### config.mk
export PLATFORM = sky130hd
export DESIGN_NAME = cpu_alu_branch_unit
export DESIGN_NICKNAME = d
export VERILOG_FILES = /design/src/alu_pkg.sv /design/src/cpu_alu_branch_unit.sv
export SDC_FILE = /design/constraint.sdc
export NUM_CORES = 1
export LEC_CHECK = 0
export ABC_CLOCK_PERIOD_IN_PS = 3000
export BUFFER_PORTS_ARGS = -buffer_cell sky130_fd_sc_hd__buf_2
export CAP_MARGIN = 40
export CORE_MARGIN = 2
export CORE_UTILIZATION = 45
export DETAILED_ROUTE_END_ITERATION = 10
export PLACE_DENSITY = 0.67
export SETUP_SLACK_MARGIN = 0.02
export SYNTH_ARGS = -nofsm -noshare
export SYNTH_HDL_FRONTEND = slang
export SYNTH_SLANG_ARGS = --single-unit
### constraint.sdc
create_clock -name mclk_i -period 3 [get_ports mclk_i]
set_clock_uncertainty 0.15 [all_clocks]
set_input_delay 0.45 -clock mclk_i [delete_from_list [all_inputs] [get_ports mclk_i]]
set_output_delay 0.45 -clock mclk_i [all_outputs]
set_load 0.03 [all_outputs]
### src/alu_pkg.sv
// Purpose: Shared types and constants for the core's ALU and program-flow unit.
// Assumes: Flags sit in the order I T H S V N Z C, bit 7 down to bit 0.
// Notes:   Register offsets are byte addresses on a 32-bit APB bus.
//
// Contract
// - Byte add/subtract, optional carry-in, writes Rd; updates Z C N V S H; 1 cycle.
// - Word add of a constant updates Z C N V S, keeps H; 2 cycles.
// - Word subtract of a constant writes the pair, updates Z C N V S; 2 cycles.
// - AND, OR, XOR write Rd and update only Z N V S; 1 cycle.
// - Set-bits ORs the constant, clear-bits ANDs its inverse; Z N V S; 1 cycle.
// - Test ANDs a register with itself, no write, updates Z N V S; 1 cycle.
// - Multiplies give 16-bit UU, SS or SU product into R1:R0; Z C; 2 cycles.
// - Fractional multiplies give the same product shifted left once; Z C; 2 cycles.
// - Indirect jump loads PC[15:0] from Z, PC[21:16] zero; 2 cycles; no flags.
// - Extended indirect jump takes PC[21:16] from the jump extension register; 2 cycles.
// - Extended indirect call uses Z and the extension register; 4 cycles.
// - Compare-skip-equal skips when registers match; 1, 2 or 3 cycles; no flags.
// - Register-bit skips test a selected bit, clear or set variant; 1, 2 or 3 cycles.
// - I/O-bit skips test a selected I/O bit, clear or set; no flag change.
// - Flag branches go to PC+k+1 on the selected flag set or clear; 1 or 2 cycles.
// - Signed branches test N XOR V, zero for greater-equal, one for less-than.
// - Unsigned branches test carry; equal tests Z, minus/plus test N.
// - Dedicated branches test H, T, V and I flags, set or cleared.

package alu_pkg;

	// Status flag positions.
	localparam int F_C = 0;
	localparam int F_Z = 1;
	localparam int F_N = 2;
	localparam int F_V = 3;
	localparam int F_S = 4;
	localparam int F_H = 5;
	localparam int F_T = 6;
	localparam int F_I = 7;

	// Execution lengths in core clock cycles.
	localparam logic [2:0] CYC_1 = 3'h1;
	localparam logic [2:0] CYC_2 = 3'h2;
	localparam logic [2:0] CYC_3 = 3'h3;
	localparam logic [2:0] CYC_4 = 3'h4;

	// APB register byte offsets and reset values.
	localparam logic [11:0] ADDR_STATUS = 12'h000;
	localparam logic [11:0] ADDR_JEXT   = 12'h004;
	localparam logic [11:0] ADDR_RESULT = 12'h008;
	localparam logic [7:0]  STATUS_RST  = 8'h00;
	localparam logic [5:0]  JEXT_RST    = 6'h00;

	typedef enum logic [5:0] {
		op_add, op_add_carry, op_sub, op_sub_carry_in, op_and, op_or, op_xor_reg,
		op_set_bits_imm, op_clear_bits_imm, op_test_zero_minus, op_inc, op_dec,
		op_compare, op_compare_carry, op_add_imm_word, op_sub_imm_word,
		op_mul_unsigned, op_mul_signed, op_mul_signed_unsigned,
		op_frac_mul_unsigned, op_frac_mul_signed, op_frac_mul_mixed,
		op_indirect_jump, op_ext_indirect_jump, op_ext_indirect_call,
		op_compare_skip_equal, op_skip_reg_bit_clear, op_skip_reg_bit_set,
		op_skip_io_bit_clear, op_skip_io_bit_set, op_branch_flag_set,
		op_branch_flag_clear, op_branch_ge_signed, op_branch_lt_signed
	} op_t;

	// One instruction as handed over by the sequencer.
	typedef struct packed {
		op_t         op;
		logic [7:0]  rd;
		logic [7:0]  rr;
		logic [15:0] word;
		logic [15:0] z;
		logic [21:0] pc;
		logic [11:0] k;
		logic [2:0]  bsel;
		logic [7:0]  io_reg;
		logic        two_word;
	} req_t;

	// Write-back and program-flow result.
	typedef struct packed {
		logic        wr_byte;
		logic        wr_pair;
		logic        wr_r1r0;
		logic [15:0] data;
		logic        pc_load;
		logic [21:0] pc_next;
		logic        push;
		logic [21:0] ret_addr;
	} res_t;

endpackage

### src/cpu_alu_branch_unit.sv
// Purpose: Executes arithmetic, logic, multiply, skip, branch and indirect jump ops.
// Assumes: Sequencer holds req_i stable while req_valid_i and req_ready_o are high.
// Notes:   Flags update at acceptance; the result strobe comes after the op's length.
`timescale 1ns/10ps

module cpu_alu_branch_unit (
	// Clock and reset.
	input  wire logic          mclk_i,
	input  wire logic          rst_i,
	// Instruction request.
	input  wire logic          req_valid_i,
	input  wire alu_pkg::req_t req_i,
	output logic               req_ready_o,
	// Result and flags.
	output alu_pkg::res_t      res_o,
	output logic               res_valid_o,
	output logic [7:0]         status_o,
	// APB slave.
	input  wire logic          psel_i,
	input  wire logic          penable_i,
	input  wire logic          pwrite_i,
	input  wire logic [11:0]   paddr_i,
	input  wire logic [31:0]   pwdata_i,
	output logic [31:0]        prdata_o,
	output logic               pready_o,
	output logic               pslverr_o
);
	import alu_pkg::*;

	logic [7:0]  status_reg;
	logic [5:0]  jump_extension_reg;
	logic [2:0]  cnt;
	res_t        res;
	logic        res_valid;
	logic [31:0] prdata;
	res_t        next_res;
	logic [7:0]  next_flags;
	logic [2:0]  next_cyc;

	////////////////////////////////////////////////////////////////////////////////
	// Operand decode.

	// Short names for the operands of the request in flight.
	wire op_t        op = req_i.op;
	wire [7:0]       a  = req_i.rd;
	wire [7:0]       b  = req_i.rr;
	wire [21:0]      pc = req_i.pc;
	wire             acc = req_valid_i && req_ready_o;

	// Op classes.
	wire is_add = (op == op_add) || (op == op_add_carry);
	wire is_sub = (op == op_sub) || (op == op_sub_carry_in) ||
	              (op == op_compare) || (op == op_compare_carry);
	wire use_cin = (op == op_add_carry) || (op == op_sub_carry_in) ||
	               (op == op_compare_carry);
	wire z_chain = (op == op_sub_carry_in) || (op == op_compare_carry);
	wire is_logic = (op == op_and) || (op == op_or) || (op == op_xor_reg) ||
	                (op == op_set_bits_imm) || (op == op_clear_bits_imm) ||
	                (op == op_test_zero_minus);
	wire is_incdec = (op == op_inc) || (op == op_dec);
	wire is_word = (op == op_add_imm_word) || (op == op_sub_imm_word);
	wire is_frac = (op == op_frac_mul_unsigned) || (op == op_frac_mul_signed) ||
	               (op == op_frac_mul_mixed);
	wire is_mul = is_frac || (op == op_mul_unsigned) || (op == op_mul_signed) ||
	              (op == op_mul_signed_unsigned);

	////////////////////////////////////////////////////////////////////////////////
	// Byte arithmetic.

	wire       cin  = use_cin & status_reg[F_C];
	wire [8:0] add9 = {1'b0, a} + {1'b0, b} + {8'h00, cin};
	wire [8:0] sub9 = {1'b0, a} - {1'b0, b} - {8'h00, cin};
	wire [4:0] add5 = {1'b0, a[3:0]} + {1'b0, b[3:0]} + {4'h0, cin};
	wire [4:0] sub5 = {1'b0, a[3:0]} - {1'b0, b[3:0]} - {4'h0, cin};
	wire [7:0] ar   = is_sub ? sub9[7:0] : add9[7:0];
	wire       ac   = is_sub ? sub9[8] : add9[8];
	wire       ah   = is_sub ? sub5[4] : add5[4];

	// Overflow: operand signs agree (add) or differ (subtract) and the result flips.
	wire       av = (is_sub ? (a[7] != b[7]) : (a[7] == b[7])) && (ar[7] != a[7]);

	wire       az = (ar == 8'h00) && (!z_chain || status_reg[F_Z]);
	wire [7:0] arith_f = {status_reg[F_I], status_reg[F_T], ah, av ^ ar[7], av, ar[7], az,
	                      ac};

	////////////////////////////////////////////////////////////////////////////////
	// Logic, bit set and clear, test.

	wire [7:0] lr_and = a & b;
	wire [7:0] lr_or  = a | b;
	wire [7:0] lr_xor = a ^ b;

	wire [7:0] lr_clr = a & ~b;

	wire [7:0] lr_tst = a & a;
	wire [7:0] lr = (op == op_and) ? lr_and :
	                (op == op_or || op == op_set_bits_imm) ? lr_or :
	                (op == op_xor_reg) ? lr_xor :
	                (op == op_clear_bits_imm) ? lr_clr : lr_tst;

	// Logic results clear V, so S simply follows N.
	wire [7:0] logic_f = {status_reg[7:5], lr[7], 1'b0, lr[7], lr == 8'h00, status_reg[F_C]};

	////////////////////////////////////////////////////////////////////////////////
	// Increment and decrement.

	wire [7:0] ir = (op == op_inc) ? a + 8'h01 : a - 8'h01;
	wire       iv = (op == op_inc) ? (ir == 8'h80) : (ir == 8'h7F);
	wire [7:0] incdec_f = {status_reg[7:5], ir[7] ^ iv, iv, ir[7], ir == 8'h00,
	                       status_reg[F_C]};

	////////////////////////////////////////////////////////////////////////////////
	// Word add and subtract of a six-bit constant.

	wire [15:0] w_add = req_i.word + {10'h000, b[5:0]};

	wire [15:0] w_sub = req_i.word - {10'h000, b[5:0]};
	wire [15:0] wr = (op == op_add_imm_word) ? w_add : w_sub;
	wire        wv = (op == op_add_imm_word) ? (!req_i.word[15] && wr[15]) :
	                 (req_i.word[15] && !wr[15]);
	wire        wc = (op == op_add_imm_word) ? (!wr[15] && req_i.word[15]) :
	                 (wr[15] && !req_i.word[15]);

	// Half-carry is left alone for word ops.
	wire [7:0] word_f = {status_reg[7:5], wr[15] ^ wv, wv, wr[15], wr == 16'h0000, wc};

	////////////////////////////////////////////////////////////////////////////////
	// Multiply.

	wire        [15:0] p_uu = {8'h00, a} * {8'h00, b};
	wire signed [15:0] p_ss = $signed({{8{a[7]}}, a}) * $signed({{8{b[7]}}, b});
	wire signed [15:0] p_su = $signed({{8{a[7]}}, a}) * $signed({8'h00, b});
	wire [15:0] prod = (op == op_mul_unsigned || op == op_frac_mul_unsigned) ? p_uu :
	                   (op == op_mul_signed || op == op_frac_mul_signed) ? p_ss : p_su;

	wire [15:0] mr = is_frac ? {prod[14:0], 1'b0} : prod;

	// Carry takes bit 15 of the unshifted product in both forms.
	wire [7:0] mul_f = {status_reg[7:2], mr == 16'h0000, prod[15]};

	////////////////////////////////////////////////////////////////////////////////
	// Skips, branches and indirect targets.

	wire reg_bit = a[req_i.bsel];

	wire io_bit = req_i.io_reg[req_i.bsel];

	wire skip = (op == op_compare_skip_equal) ? (a == b) :
	            (op == op_skip_reg_bit_clear) ? !reg_bit :
	            (op == op_skip_reg_bit_set) ? reg_bit :
	            (op == op_skip_io_bit_clear) ? !io_bit : io_bit;
	wire [21:0] skip_pc = pc + (req_i.two_word ? 22'h000003 : 22'h000002);

	wire sflag = status_reg[req_i.bsel];

	wire nxv = status_reg[F_N] ^ status_reg[F_V];

	wire take = (op == op_branch_flag_set) ? sflag :
	            (op == op_branch_flag_clear) ? !sflag :
	            (op == op_branch_ge_signed) ? !nxv : nxv;
	wire [21:0] br_pc = pc + {{10{req_i.k[11]}}, req_i.k} + 22'h000001;

	wire [21:0] ij_pc = {6'h00, req_i.z};

	wire [21:0] eij_pc = {jump_extension_reg, req_i.z};

	////////////////////////////////////////////////////////////////////////////////
	// Result assembly per op.

	// Unused fields stay zero so the sequencer sees clean strobes.
	always_comb begin
		next_res = '0;
		next_flags = status_reg;
		next_cyc = CYC_1;
		case (op)
			op_add, op_add_carry, op_sub, op_sub_carry_in: begin
				next_res.wr_byte = 1'b1;
				next_res.data = {8'h00, ar};
				next_flags = arith_f;
			end
			op_compare, op_compare_carry: begin
				next_flags = arith_f;
			end
			op_and, op_or, op_xor_reg, op_set_bits_imm, op_clear_bits_imm: begin
				next_res.wr_byte = 1'b1;
				next_res.data = {8'h00, lr};
				next_flags = logic_f;
			end
			op_test_zero_minus: begin
				next_flags = logic_f;
			end
			op_inc, op_dec: begin
				next_res.wr_byte = 1'b1;
				next_res.data = {8'h00, ir};
				next_flags = incdec_f;
			end
			op_add_imm_word, op_sub_imm_word: begin
				next_res.wr_pair = 1'b1;
				next_res.data = wr;
				next_flags = word_f;
				next_cyc = CYC_2;
			end
			op_mul_unsigned, op_mul_signed, op_mul_signed_unsigned,
			op_frac_mul_unsigned, op_frac_mul_signed, op_frac_mul_mixed: begin
				next_res.wr_r1r0 = 1'b1;
				next_res.data = mr;
				next_flags = mul_f;
				next_cyc = CYC_2;
			end
			op_indirect_jump: begin
				next_res.pc_load = 1'b1;
				next_res.pc_next = ij_pc;
				next_cyc = CYC_2;
			end
			op_ext_indirect_jump: begin
				next_res.pc_load = 1'b1;
				next_res.pc_next = eij_pc;
				next_cyc = CYC_2;
			end
			op_ext_indirect_call: begin
				next_res.pc_load = 1'b1;
				next_res.pc_next = eij_pc;
				next_res.push = 1'b1;
				next_res.ret_addr = pc + 22'h000001;
				next_cyc = CYC_4;
			end
			op_compare_skip_equal, op_skip_reg_bit_clear, op_skip_reg_bit_set,
			op_skip_io_bit_clear, op_skip_io_bit_set: begin
				next_res.pc_load = skip;
				next_res.pc_next = skip ? skip_pc : pc + 22'h000001;
				next_cyc = !skip ? CYC_1 : (req_i.two_word ? CYC_3 : CYC_2);
			end
			op_branch_flag_set, op_branch_flag_clear, op_branch_ge_signed,
			op_branch_lt_signed: begin
				next_res.pc_load = take;
				next_res.pc_next = take ? br_pc : pc + 22'h000001;
				next_cyc = take ? CYC_2 : CYC_1;
			end
			default: begin
				next_cyc = CYC_1;
			end
		endcase
	end

	////////////////////////////////////////////////////////////////////////////////
	// Execution sequencing.

	// A new op is taken only when the previous one has finished its cycles.
	assign req_ready_o = (cnt == 3'h0);
	assign res_o = res;
	assign res_valid_o = res_valid;
	assign status_o = status_reg;

	// Result is captured at acceptance; the strobe fires on the op's last cycle.
	always_ff @(posedge mclk_i or posedge rst_i) begin
		if (rst_i) begin
			cnt <= 3'h0;
			res <= '0;
			res_valid <= 1'b0;
		end else if (acc) begin
			cnt <= next_cyc - CYC_1;
			res <= next_res;
			res_valid <= (next_cyc == CYC_1);
		end else begin
			cnt <= (cnt == 3'h0) ? 3'h0 : cnt - 3'h1;
			res_valid <= (cnt == 3'h1);
		end
	end

	////////////////////////////////////////////////////////////////////////////////
	// APB slave.

	// Zero wait states: every access ends in its first access cycle.
	wire apb_setup  = psel_i && !penable_i;
	wire apb_access = psel_i && penable_i;
	wire hit_status = (paddr_i == ADDR_STATUS);
	wire hit_jext   = (paddr_i == ADDR_JEXT);
	wire hit_result = (paddr_i == ADDR_RESULT);
	wire apb_hit    = hit_status || hit_jext || hit_result;
	wire wr_status  = apb_access && pwrite_i && hit_status;
	wire wr_jext    = apb_access && pwrite_i && hit_jext;
	wire [31:0] rd_mux = hit_status ? {24'h000000, status_reg} :
	                     hit_jext ? {26'h0000000, jump_extension_reg} :
	                     hit_result ? {16'h0000, res.data} : 32'h00000000;

	assign pready_o  = 1'b1;
	assign pslverr_o = apb_access && !apb_hit;
	assign prdata_o  = prdata;

	// Read data is latched in the setup cycle so it comes from a flip-flop.
	always_ff @(posedge mclk_i or posedge rst_i) begin
		if (rst_i) begin
			prdata <= 32'h00000000;
		end else if (apb_setup && !pwrite_i) begin
			prdata <= rd_mux;
		end
	end

	// A flag update by an op wins over a software write in the same cycle.
	always_ff @(posedge mclk_i or posedge rst_i) begin
		if (rst_i) begin
			status_reg <= STATUS_RST;
		end else if (acc) begin
			status_reg <= next_flags;
		end else if (wr_status) begin
			status_reg <= pwdata_i[7:0];
		end
	end

	// Only the six bits that reach PC[21:16] are stored.
	always_ff @(posedge mclk_i or posedge rst_i) begin
		if (rst_i) begin
			jump_extension_reg <= JEXT_RST;
		end else if (wr_jext) begin
			jump_extension_reg <= pwdata_i[5:0];
		end
	end
endmodule

After elaboration in Yosys (flattened, before gate mapping):

Index checks and enable logic that the tools add are counted.

* add/subtract/negate cells: 18
* multiply operators: 3
* $lt $le $gt $ge: 1
* eq/ne operators: 51
* mux-type cells: 51
* bitwise logic cells: 12
* reductions and logical operators: 62

Operators by type and width (number)
* 16-bit 2-to-1 mux: 7
* 6-bit by 5-bit equality test with 1-bit output, second input constant: 16
* 23-bit one-hot mux with 4 select lines: 1
* 16-bit one-hot mux with 5 select lines: 1
* 8-bit 2-to-1 mux: 8
* 6-bit by 4-bit equality test with 1-bit output, second input constant: 8
* 22-bit by 1-bit adder with 22-bit output, second input constant: 2
* 22-bit 2-to-1 mux: 2
* 16-bit logical NOT: 2
* 8-bit by 8-bit multiplier with 16-bit output: 2
* 6-bit one-hot mux with 5 select lines: 1
* 8-bit bitwise AND: 3
* 6-bit by 3-bit equality test with 1-bit output, second input constant: 4
* 8-bit logical NOT: 3
* 23-bit 2-to-1 mux: 1
* 22-bit by 2-bit adder with 22-bit output: 1
* 22-bit adder: 1
* 1-bit 2-to-1 mux: 22
* 6-bit OR reduction: 3
* 16-bit by 6-bit adder with 16-bit output: 1
* 8-bit by 9-bit multiplier with 16-bit output: 1
* 16-bit by 6-bit subtractor with 16-bit output: 1
* 1-bit logical OR: 14
* 12-bit by 3-bit equality test with 1-bit output, second input constant: 1
* 51 further kinds: 92

* register bits after elaboration: 115
* input bits: 150
* output and inout port bits: 109
* logic and storage cells: 215

Longest topological paths before layout:

Gate-level depths: netlist (run 1).

* depth in word-level cells: 11
* gate-level depth with buffers: 23
* depth with buffers taken out: 22

Worst setup path before layout (run 1):

Ideal clock, no wire load.

* path type: input to register
* from: input req_i[93] (netlist bit)
* to: register res, in the netlist res_o[60]
* library setup time: 0.126 ns
* arrival: 5.494 ns
* data required time: 2.724 ns
* slack: -2.770 ns
* stages on the path: 22
* cells stage by stage: clkbuf_1 inv_1 clkbuf_1 nor2_1 ha_1 inv_1 fa_1 inv_1 fa_1 inv_1 fa_1 inv_1 ha_1 a21o_1 o41ai_1 o21ai_0 xor2_1 o22ai_1 a21oi_1 mux2_2 a221oi_1 nor2_1

* word-level cells in the longest chain between the ends: 5

RTL lines
* start: declaration: RTL line cpu_alu_branch_unit.sv:12 `input wire alu_pkg::req_t req_i,`
* 8-bit by 9-bit multiplier with 16-bit output / 8-bit by 8-bit multiplier with 16-bit output (equally long branches): RTL line cpu_alu_branch_unit.sv:132, cpu_alu_branch_unit.sv:131
* 16-bit 2-to-1 mux: RTL line cpu_alu_branch_unit.sv:134 `(op == op_mul_signed || op == op_frac_mul_signed) ? p_ss : p_su;`
* 16-bit 2-to-1 mux *: RTL line cpu_alu_branch_unit.sv:133 `wire [15:0] prod = (op == op_mul_unsigned || op == op_frac_mul_unsigned) ? p_uu :`
* 16-bit 2-to-1 mux *: RTL line cpu_alu_branch_unit.sv:136 `wire [15:0] mr = is_frac ? {prod[14:0], 1'b0} : prod;`
* 16-bit one-hot mux with 5 select lines *: RTL line cpu_alu_branch_unit.sv:175 `case (op)`
* end signal: assignment: RTL line cpu_alu_branch_unit.sv:262 `res <= next_res;`
* end: declaration: RTL line cpu_alu_branch_unit.sv:33 `res_t res;`

Mark *: on every way between the ends. The rest lies on a longest branch, timed or not.
A chain may end at the register's enable or synchronous reset.

Final worst setup path (run 1):

* from: input req_i[90] (netlist bit)
* to: register status_reg[1], in the netlist status_o[1]

* word-level cells in the longest chain between the ends: 8

RTL lines
* parallel branches: the longest is 6 deep, another holds 8-bit by 9-bit multiplier with 16-bit output
* 6-bit one-hot mux with 5 select lines *: RTL line cpu_alu_branch_unit.sv:175
* 8-bit 2-to-1 mux *: RTL line cpu_alu_branch_unit.sv:303 `end else if (acc) begin`
* end signal: assignment: RTL line cpu_alu_branch_unit.sv:304 `status_reg <= next_flags;`
* end signal: assignment: RTL line cpu_alu_branch_unit.sv:306 `status_reg <= pwdata_i[7:0];`
* end: declaration: RTL line cpu_alu_branch_unit.sv:30 `logic [7:0] status_reg;`

Every way passes the cells marked *. The select of a mux whose other input is x is not followed.

==> summary.md, run 1 <==
| Metric | Value |
|---|---|
| Status | `complete, but fails checks` |
| Violated checks | `DRC, setup timing` |
| Boundary pin count | `259` |
| Post-place setup slack | `-2.89 ns` |
| Fillers | `2975` |
| Post-synthesis register bit count | `99` |
| Critical Path RT | `3.14 ns` |
| Met2 usage | `56.1%` |
| I/O Buffers | `217` |
| Highest-delay cell along the critical path | `fa_1` |
| RSZ-0062 raised after global routing | `true` |
| Post-layout util | `68.1%` |
| Vias per cell | `~5.7` |
| F_max | `roughly 190 MHz` |
| Setup slack on the worst flop-to-flop path | `-0.47 ns` |
| HPWL after DPL | `55100 µm` |
| GP Congestion | `0.992` |
| Gr busiest metal | `met2` |
| Final period utilization | `171%` |
| Post-synthesis area per instance | `8.20 µm²` |
| Worst-Margin Slew | `0.918 ns` |
| CTS H-tree depth | `3` |
| CTS Sinks | `99` |
| Max-slew headroom | `between 30% and 40%` |
| Leak | `11.8 nW` |
| ANT cells | `0` |
| CP arrival | `5.27 ns` |
| Fin. max-slew vios | `0` |
| Register area share after synthesis | `between 10% and 20%` |
| DRC Markers | `20` |
| Drt wl/cell | `21.3 µm` |
| Met1 Use GR | `48.5%` |
| Max_cap viols | `0` |
| Starting Density | `between 40 and 50%` |
| CTS tree | `done` |
| DR iter-0 viols | `1511` |
| Die width | `around 190 µm` |
| CP bufs+invs | `9` |
| Setup ws final | `-2.13 ns` |
| Post-synthesis async set-or-reset flop share | `100%` |
| Post-synth EDFFs | `0` |
| DRT Wirelength | `about 67000 µm` |
| CP max stage delay | `0.54 ns` |
| Synth unique cells | `89` |
| Final hold viol count | `0` |
| Startpoint types | `primary input` |
| CP endpoint kind | `flip-flop` |
| Vias in the first global route | `18051` |
| Most used cell, CP | `fa_1` |
| Top_reg_cell synth | `dfrtp_1` |
| Clock slew at reported path FFs | `roughly 0.08 ns` |
| Grt ovf | `0` |
| CTS Buf Count | `9` |
| Rows | `69` |
| Fin crit period | `5.13 ns` |
| Clk_lat worst skew | `0.36 ns` |
| Initial antenna violation count | `1` |
| Crit-path leading delay family | `adder cells` |
| Number of synthesis warnings | `0` |
| CTS root buf | `clkbuf_16` |
| Cell Area, Synth | `16300 µm²` |
| Max clock buf depth | `2` |
| Layout area overhead | `49.0%` |
| Total number of vias | `between 15000 and 20000` |
| Largest register FFs | `65` |
| DRT Pass-1 Iters | `11` |
| Crit Path Max Fanout | `4` |
| Largest net degree at the start of global routing | `54` |
| CORE AREA | `35700 µm²` |
| Synth Instances | `1988` |
| GRT met3 Usage | `7.17%` |
| Layout cells sized above 1 | `42.5%` |
| First-pass GRT wire length | `103000 µm` |
| Worst setup path category | `primary input to flip-flop` |
| Total GRT Usage | `around a third` |
| DIE HEIGHT | `194 µm` |
| Setup violations, final | `44` |
| HP Class | `primary input to flip-flop` |
| Layout net count | `about 3100` |
| Power per cell area | `618 nW/µm²` |
| Worst vdd ir | `between 0.0007 and 0.0008 V` |
| Total Die Area | `around 38000 µm²` |
| Routed Antenna Nets | `0` |
[power by group]
part	total (mW)	switching (mW)	leakage, nW	internal [mW]
registers	1.84	0.221	1.31	1.62
clock network	1.20	0.599	0.143	0.605
logic	12.0	6.49	10.4	5.47
[repair_timing]
item | CTS | global route
gates resized for setup | 213 | 182
hold buffers | 1 | 0
pin swaps | 115 | 135
setup endpoints to repair | 46 | 47
endpoints found under the hold margin | 17 | 0
setup buffers | 39 | 41
[worst paths after layout]
kind	start	endpoint	cells past startpoint
max in group asynchronous	rst_i	res_o[39]	4
setup reg to reg	status_o[0]	status_o[2]	17
hold reg to reg	res_o[23]	res_o[23]	2
setup / recovery	req_i[90]	status_o[1]	25
min in group asynchronous	rst_i	res_o[60]	3
hold / removal	pwdata_i[7]	status_o[7]	2
[cell usage after synthesis, drive strengths merged (24+ instances only)]
cell,n,area (µm²)
a31oi,24,150
nand2,161,604
clkbuf,59,221
xor2,54,473
xnor2,81,709
nand3,37,185
a21o,26,195
buf,35,228
nor3,36,185
mux2i,25,267
fa,124,2480
a21oi,103,515
o21ai,106,531
inv,276,1040
dfrtp,99,2480
nor2,196,736
a22o,24,210
ha,181,2260
[cells by family (layout without fill, tap and decap cells)]
family / Yosys count / in the layout / synth area share, %
compound gates: 465 / 465 / 19.4
other cells: 2 / 17 / 0.0461
buf+inv: 374 / 1065 / 9.21
xor+xnor: 135 / 135 / 7.26
simple gates: 557 / 557 / 15.7
flops: 99 / 99 / 15.2
mux: 51 / 51 / 4.01
fa+ha+maj: 305 / 305 / 29.1
[placed cells by master, fill, tap and decap left out, types with 22 or more instances in the layout]
master / netlist / layout
o21ai_1: 3 / 22
inv_1: 274 / 228
nand2_1: 161 / 138
nand3_1: 37 / 29
buf_4: 18 / 499
a21o_1: 26 / 26
xnor2_1: 81 / 72
dfrtp_1: 99 / 99
xor2_1: 54 / 48
buf_6: 2 / 45
buf_2: 11 / 200
nor2_4: 0 / 29
fa_1: 124 / 112
inv_2: 2 / 34
a22o_1: 24 / 24
a21oi_1: 103 / 77
o21ai_0: 103 / 68
a21oi_2: 0 / 23
nor3_1: 35 / 28
nor2_1: 196 / 152
ha_1: 181 / 137
ha_4: 0 / 30
[through the flow]
stage | hold WS [ns] | std cells | setup TNS [ns] | total power, mW | area (µm²)
after detailed placement | 0.316 | 3077 | -57.56 | 11.8 | 21800
after global placement | 0.309 | 3077 | -54.93 | 11.7 | 21800
after CTS | 0.167 | 3128 | -31.37 | 14.0 | 23300
final | 0.171 | 3155 | -33.50 | 15.0 | 24300
after global routing | 0.175 | 3155 | -38.44 | 16.0 | 24300
after floorplan | 0.333 | 2003 | -25.22 | 7.89 | 17000
[metal layers]
layer | part of all wire [%] | up-vias
met5 | 0.019 | -
met1 | 43 | 8752
met4 | 2.9 | 2
met2 | 45 | 798
met3 | 8.8 | 122
li1 | - | 8225
[area by class of cell]
class                      count  area (µm²)  area share [%]
sequential                    99        2480            10.2
inverter                     280        1120            4.62
clock buffer                  10         239           0.984
timing repair buffer         769        5680            23.4
tap                          461         577            2.38
multi-input combinational   1530       14100            58.2
clock inverter                 6        56.3           0.232
[worst register-to-register path, stage by stage, from the launching register on]
cell and delay [ns]:
dfrtp_1 0.41, o211ai_1 0.17, buf_4 0.17, inv_2 0.03, fa_2 0.59, buf_6 0.12
inv_4 0.03, ha_4 0.15, o21ai_2 0.11, nand2_1 0.08, a21o_1 0.19, a21oi_2 0.17
o21ai_2 0.11, xor2_2 0.18, mux2i_4 0.24, o221ai_1 0.17, o22ai_1 0.18, o21ai_1 0.08
(Power assumes the default switching activity.)
==> run 2, diff against run 1 <==
--- a/config.mk
+++ b/config.mk
@@ -5,9 +5,11 @@
 export SDC_FILE = /design/constraint.sdc
 export NUM_CORES = 1
 export LEC_CHECK = 0
+export ABC_AREA = 1
 export ABC_CLOCK_PERIOD_IN_PS = 3000
 export BUFFER_PORTS_ARGS = -buffer_cell sky130_fd_sc_hd__buf_2
 export CAP_MARGIN = 40
+export CORE_ASPECT_RATIO = 1.2
 export CORE_MARGIN = 2
 export CORE_UTILIZATION = 45
 export DETAILED_ROUTE_END_ITERATION = 10
==> summary.md, run 2 <==
| Metric | Value |
|---|---|
| CP max stage delay | `0.59 ns (was 0.54 ns)` |
| CP bufs+invs | `7 (was 9)` |
| Fin crit period | `4.78 ns (was 5.13 ns)` |
| RSZ-0062 raised after global routing | `true (unchanged)` |
| Number of synthesis warnings | `0 (unchanged)` |
| Register area | `2480 µm² (unchanged)` |
| Layout area overhead | `45.7% (was 49.0%)` |
| Max-slew headroom | `32.8% (was 38.6%)` |
| Crit-path leading delay family | `adder cells (unchanged)` |
| Fillers | `3532 (was 2975)` |
| Most frequent cells in the layout | `nand2_1 (612), buf_4 (476), inv_1 (391) (was buf_4 (499), inv_1 (228), buf_2 (200))` |
| Hold Crit Endpoint | `status_o[7] (unchanged)` |
| Layout cells sized above 1 | `36.1% (was 42.5%)` |
| Max_cap viols | `0 (unchanged)` |
| Post-synth top area share | `14.9% (was 15.2%)` |
| Total Die Area | `41200 µm² (was 37700 µm²)` |
| Final hold viol count | `0 (unchanged)` |
| CP endpoint kind | `flip-flop (unchanged)` |
| Setup violations, final | `19 (was 44)` |
| Placed cell count | `3837 (was 3077)` |
| Die width | `186 µm (was 194 µm)` |
| Critical Path RT | `3.12 ns (was 3.14 ns)` |
| Most frequent cells after synthesis | `nand2_1 (708), inv_1 (480), nand3_1 (187) (was inv_1 (274), nor2_1 (196), ha_1 (181))` |
| Largest register FFs | `65 (unchanged)` |
| I/O Buffers | `217 (unchanged)` |
| Post-layout util | `66.6% (was 68.1%)` |
| Clock slew at reported path FFs | `0.08 ns (about the same)` |
| Comb pwr share | `81.2% (was 79.7%)` |
| DR iter-0 viols | `1518 (was 1511)` |
| Starting Density | `45.7% (about the same)` |
| Top-count cell post-synth | `nand2_1 (was inv_1)` |
| Setup ws final | `-1.78 ns (was -2.13 ns)` |
| Boundary pin count | `259 (unchanged)` |
| Post-synthesis register bit count | `99 (unchanged)` |
| Power per cell area | `624 nW/µm² (was 618 nW/µm²)` |
| Cell Area, Synth | `17800 µm² (was 16300 µm²)` |
| CTS tree | `done (unchanged)` |
| Commonest non-fill, non-tap cell in the layout | `nand2_1 (was buf_4)` |
| Post-synth EDFFs | `0 (unchanged)` |
| CTS Sinks | `99 (unchanged)` |
| DP Area | `23500 µm² (was 21800 µm²)` |
| Top post-synthesis cells by area | `nand2_1 (15%), fa_1 (14%), dfrtp_1 (14%) (was fa_1 (15%), dfrtp_1 (15%), ha_1 (14%))` |
| CP arrival | `4.91 ns (was 5.27 ns)` |
| Post-synthesis area per instance | `6.65 µm² (was 8.20 µm²)` |
| F_max | `209 MHz (was 195 MHz)` |
| Drt wl/cell | `20.8 µm (was 21.3 µm)` |
| Fin. max-slew vios | `0 (unchanged)` |
| CTS Buf Count | `9 (unchanged)` |
| Layout net count | `3829 (was 3144)` |
| Setup slack on the worst flop-to-flop path | `-0.30 ns (was -0.47 ns)` |
| CTS root buf | `clkbuf_16 (unchanged)` |
| Final period utilization | `159% (was 171%)` |
| Final instance area | `25900 µm² (was 24300 µm²)` |
| Hold_ws | `0.194 ns (was 0.171 ns)` |
| Total GRT Usage | `38.6% (was 35.3%)` |
| Non-Filler Instances | `3907 (was 3155)` |
| GP Congestion | `1.06 (was 0.992)` |
| DIE HEIGHT | `222 µm (was 194 µm)` |
| Highest-delay cell along the critical path | `fa_2 (was fa_1)` |
| Pint | `7.81 mW (was 7.69 mW)` |
| Max clock buf depth | `2 (unchanged)` |
| Largest net degree at the start of global routing | `59 (was 54)` |
| Rows | `79 (was 69)` |
| Vias in the first global route | `21201 (was 18051)` |
| Hold_sp | `pwdata_i[7] (unchanged)` |
| Status | `complete, but fails checks (unchanged)` |
| Worst reg2reg endpoint | `status_o[1] (was status_o[2])` |
| Clock share of power | `7.3% (was 8.0%)` |
| Leak | `13.8 nW (was 11.8 nW)` |
| Grt ovf | `0 (unchanged)` |
| Top_reg_cell synth | `dfrtp_1 (unchanged)` |
| Yosys top cell by area | `nand2_1 (was fa_1)` |
| DRT Wirelength | `81100 µm (was 67200 µm)` |
| Startpoint types | `primary input (unchanged)` |
| Most used cell, CP | `nand2_1 (was fa_1)` |
| HPWL after DPL | `68100 µm (was 55100 µm)` |
| Synth Instances | `2677 (was 1988)` |
| Worst-Margin Slew | `1.00 ns (was 0.918 ns)` |
| Routed Antenna Nets | `0 (unchanged)` |
| Sequential share of power | `11.5% (was 12.3%)` |
| First-pass GRT wire length | `120000 µm (was 103000 µm)` |
| Sw Share | `51.8% (was 48.7%)` |
| Sw power | `8.38 mW (was 7.31 mW)` |
| Violated checks | `setup timing (was DRC, setup timing)` |
| Vias per cell | `5.43 (was 5.67)` |
| Total number of vias | `21224 (was 17899)` |
| HP Class | `primary input to flip-flop (unchanged)` |
| Worst setup path category | `primary input to flip-flop (unchanged)` |
| Worst reg2reg path depth | `20 (was 17)` |
| Crit Path Max Fanout | `5 (was 4)` |
| Synth unique cells | `57 (was 89)` |
| Post-place setup slack | `-2.37 ns (was -2.89 ns)` |
| Reg2reg start | `status_o[0] (unchanged)` |
| Area of the multi-input gates | `15000 µm² (was 14100 µm²)` |
| DRT Pass-1 Iters | `6 (was 11)` |
| CORE AREA | `38900 µm² (was 35700 µm²)` |
| Register area share after synthesis | `13.9% (was 15.2%)` |
| Worst vdd ir | `0.00118 V (was 0.000707 V)` |
| Clk_lat worst skew | `0.38 ns (was 0.36 ns)` |
| Initial antenna violation count | `2 (was 1)` |
| CTS H-tree depth | `3 (unchanged)` |
| Hold Path Depth | `3 (was 2)` |
| Post-synthesis async set-or-reset flop share | `100% (unchanged)` |
| DRC Markers | `0 (was 20)` |
-- run 2: worst max-delay path by stage --
stage	start	to	slack [ns]	cells past startpoint
2_1_floorplan	req_i[93]	status_o[1]	-1.58	29
3_3_place_gp	req_i[90]	status_o[1]	-2.39	26
3_5_place_dp	req_i[82]	status_o[1]	-2.37	26
4_1_cts	req_i[93]	status_o[1]	-1.64	27
5_1_grt	req_i[93]	status_o[1]	-1.82	30
6_report	req_i[93]	status_o[1]	-1.78	26
-- run 2: worst min-delay path: cells and delay by family --
| kind | cells | cell delay, ns |
|---|---|---|
| AOI/OAI and AO/OA | 1 | 0.10 |
| buffers and inverters | 1 | 0.09 |
| and+or+nand+nor | 1 | 0.04 |
-- run 2: routing by layer --
| layer | part of all wire [%] | GRT usage (%) | routed length [µm] | vias up |
|---|---|---|---|---|
| met5 | 0.016 | 0 | 13 | - |
| met4 | 8.5 | 28.0 | 6910 | 2 |
| met3 | 6.9 | 6.52 | 5630 | 313 |
| met2 | 49 | 67.4 | 39900 | 941 |
| met1 | 35 | 41.6 | 28700 | 10079 |
| li1 | - | - | - | 9889 |
-- run 2: what timing repair did --
item | CTS | global route
pin swaps | 184 | 119
endpoints found under the setup margin | 24 | 38
gates cloned | 1 | 0
hold endpoints to repair | 9 | 0
buffers inserted | 38 | 19
hold buffers | 1 | 0
resized for setup | 318 | 142
-- run 2: kinds of logic (layout without fill, tap and decap cells) --
group                      count (synthesis)  count (layout)  share of synthesized area [%]
DFF                                       99              99                           13.9
other                                      2              19                         0.0422
xor gates and xnor gates                 100             100                           4.92
AOI/OAI and AO/OA                        380             380                           12.2
buffers and inverters                    576            1263                           12.9
and+or+nand+nor                         1214            1214                           29.3
adders and majority gates                305             305                           26.7
muxes                                      1               1                         0.0633
-- run 2: power by group through the flow --
stage | Sequential [mW] | Combinational [mW] | Clock, mW
finish | 1.86 | 13.2 | 1.18
global route | 1.89 | 14.1 | 1.24
CTS | 1.85 | 12.2 | 1.19
detailed placement | 1.87 | 10.6 | 0
global placement | 1.86 | 10.5 | 0
floorplan | 2.32 | 5.95 | 0
-- run 2: metrics by stage --
| step | total power [mW] | TNS (ns) |
|---|---|---|
| floorplan | 8.26 | -18.75 |
| global placement | 12.3 | -41.40 |
| detailed placement | 12.5 | -41.29 |
| CTS | 15.3 | -20.65 |
| global route | 17.3 | -24.24 |
| finish | 16.2 | -22.05 |
-- run 2: area by class of cell --
cell class / instances / share of cell area (%)
diodes: 2 / 0.0193
clock buffers: 11 / 0.974
clock inverters: 5 / 0.135
inverters: 497 / 7.41
multi-input cells: 2017 / 57.8
flip-flops and latches: 99 / 9.55
well taps: 526 / 2.54
repair buffers: 750 / 21.6
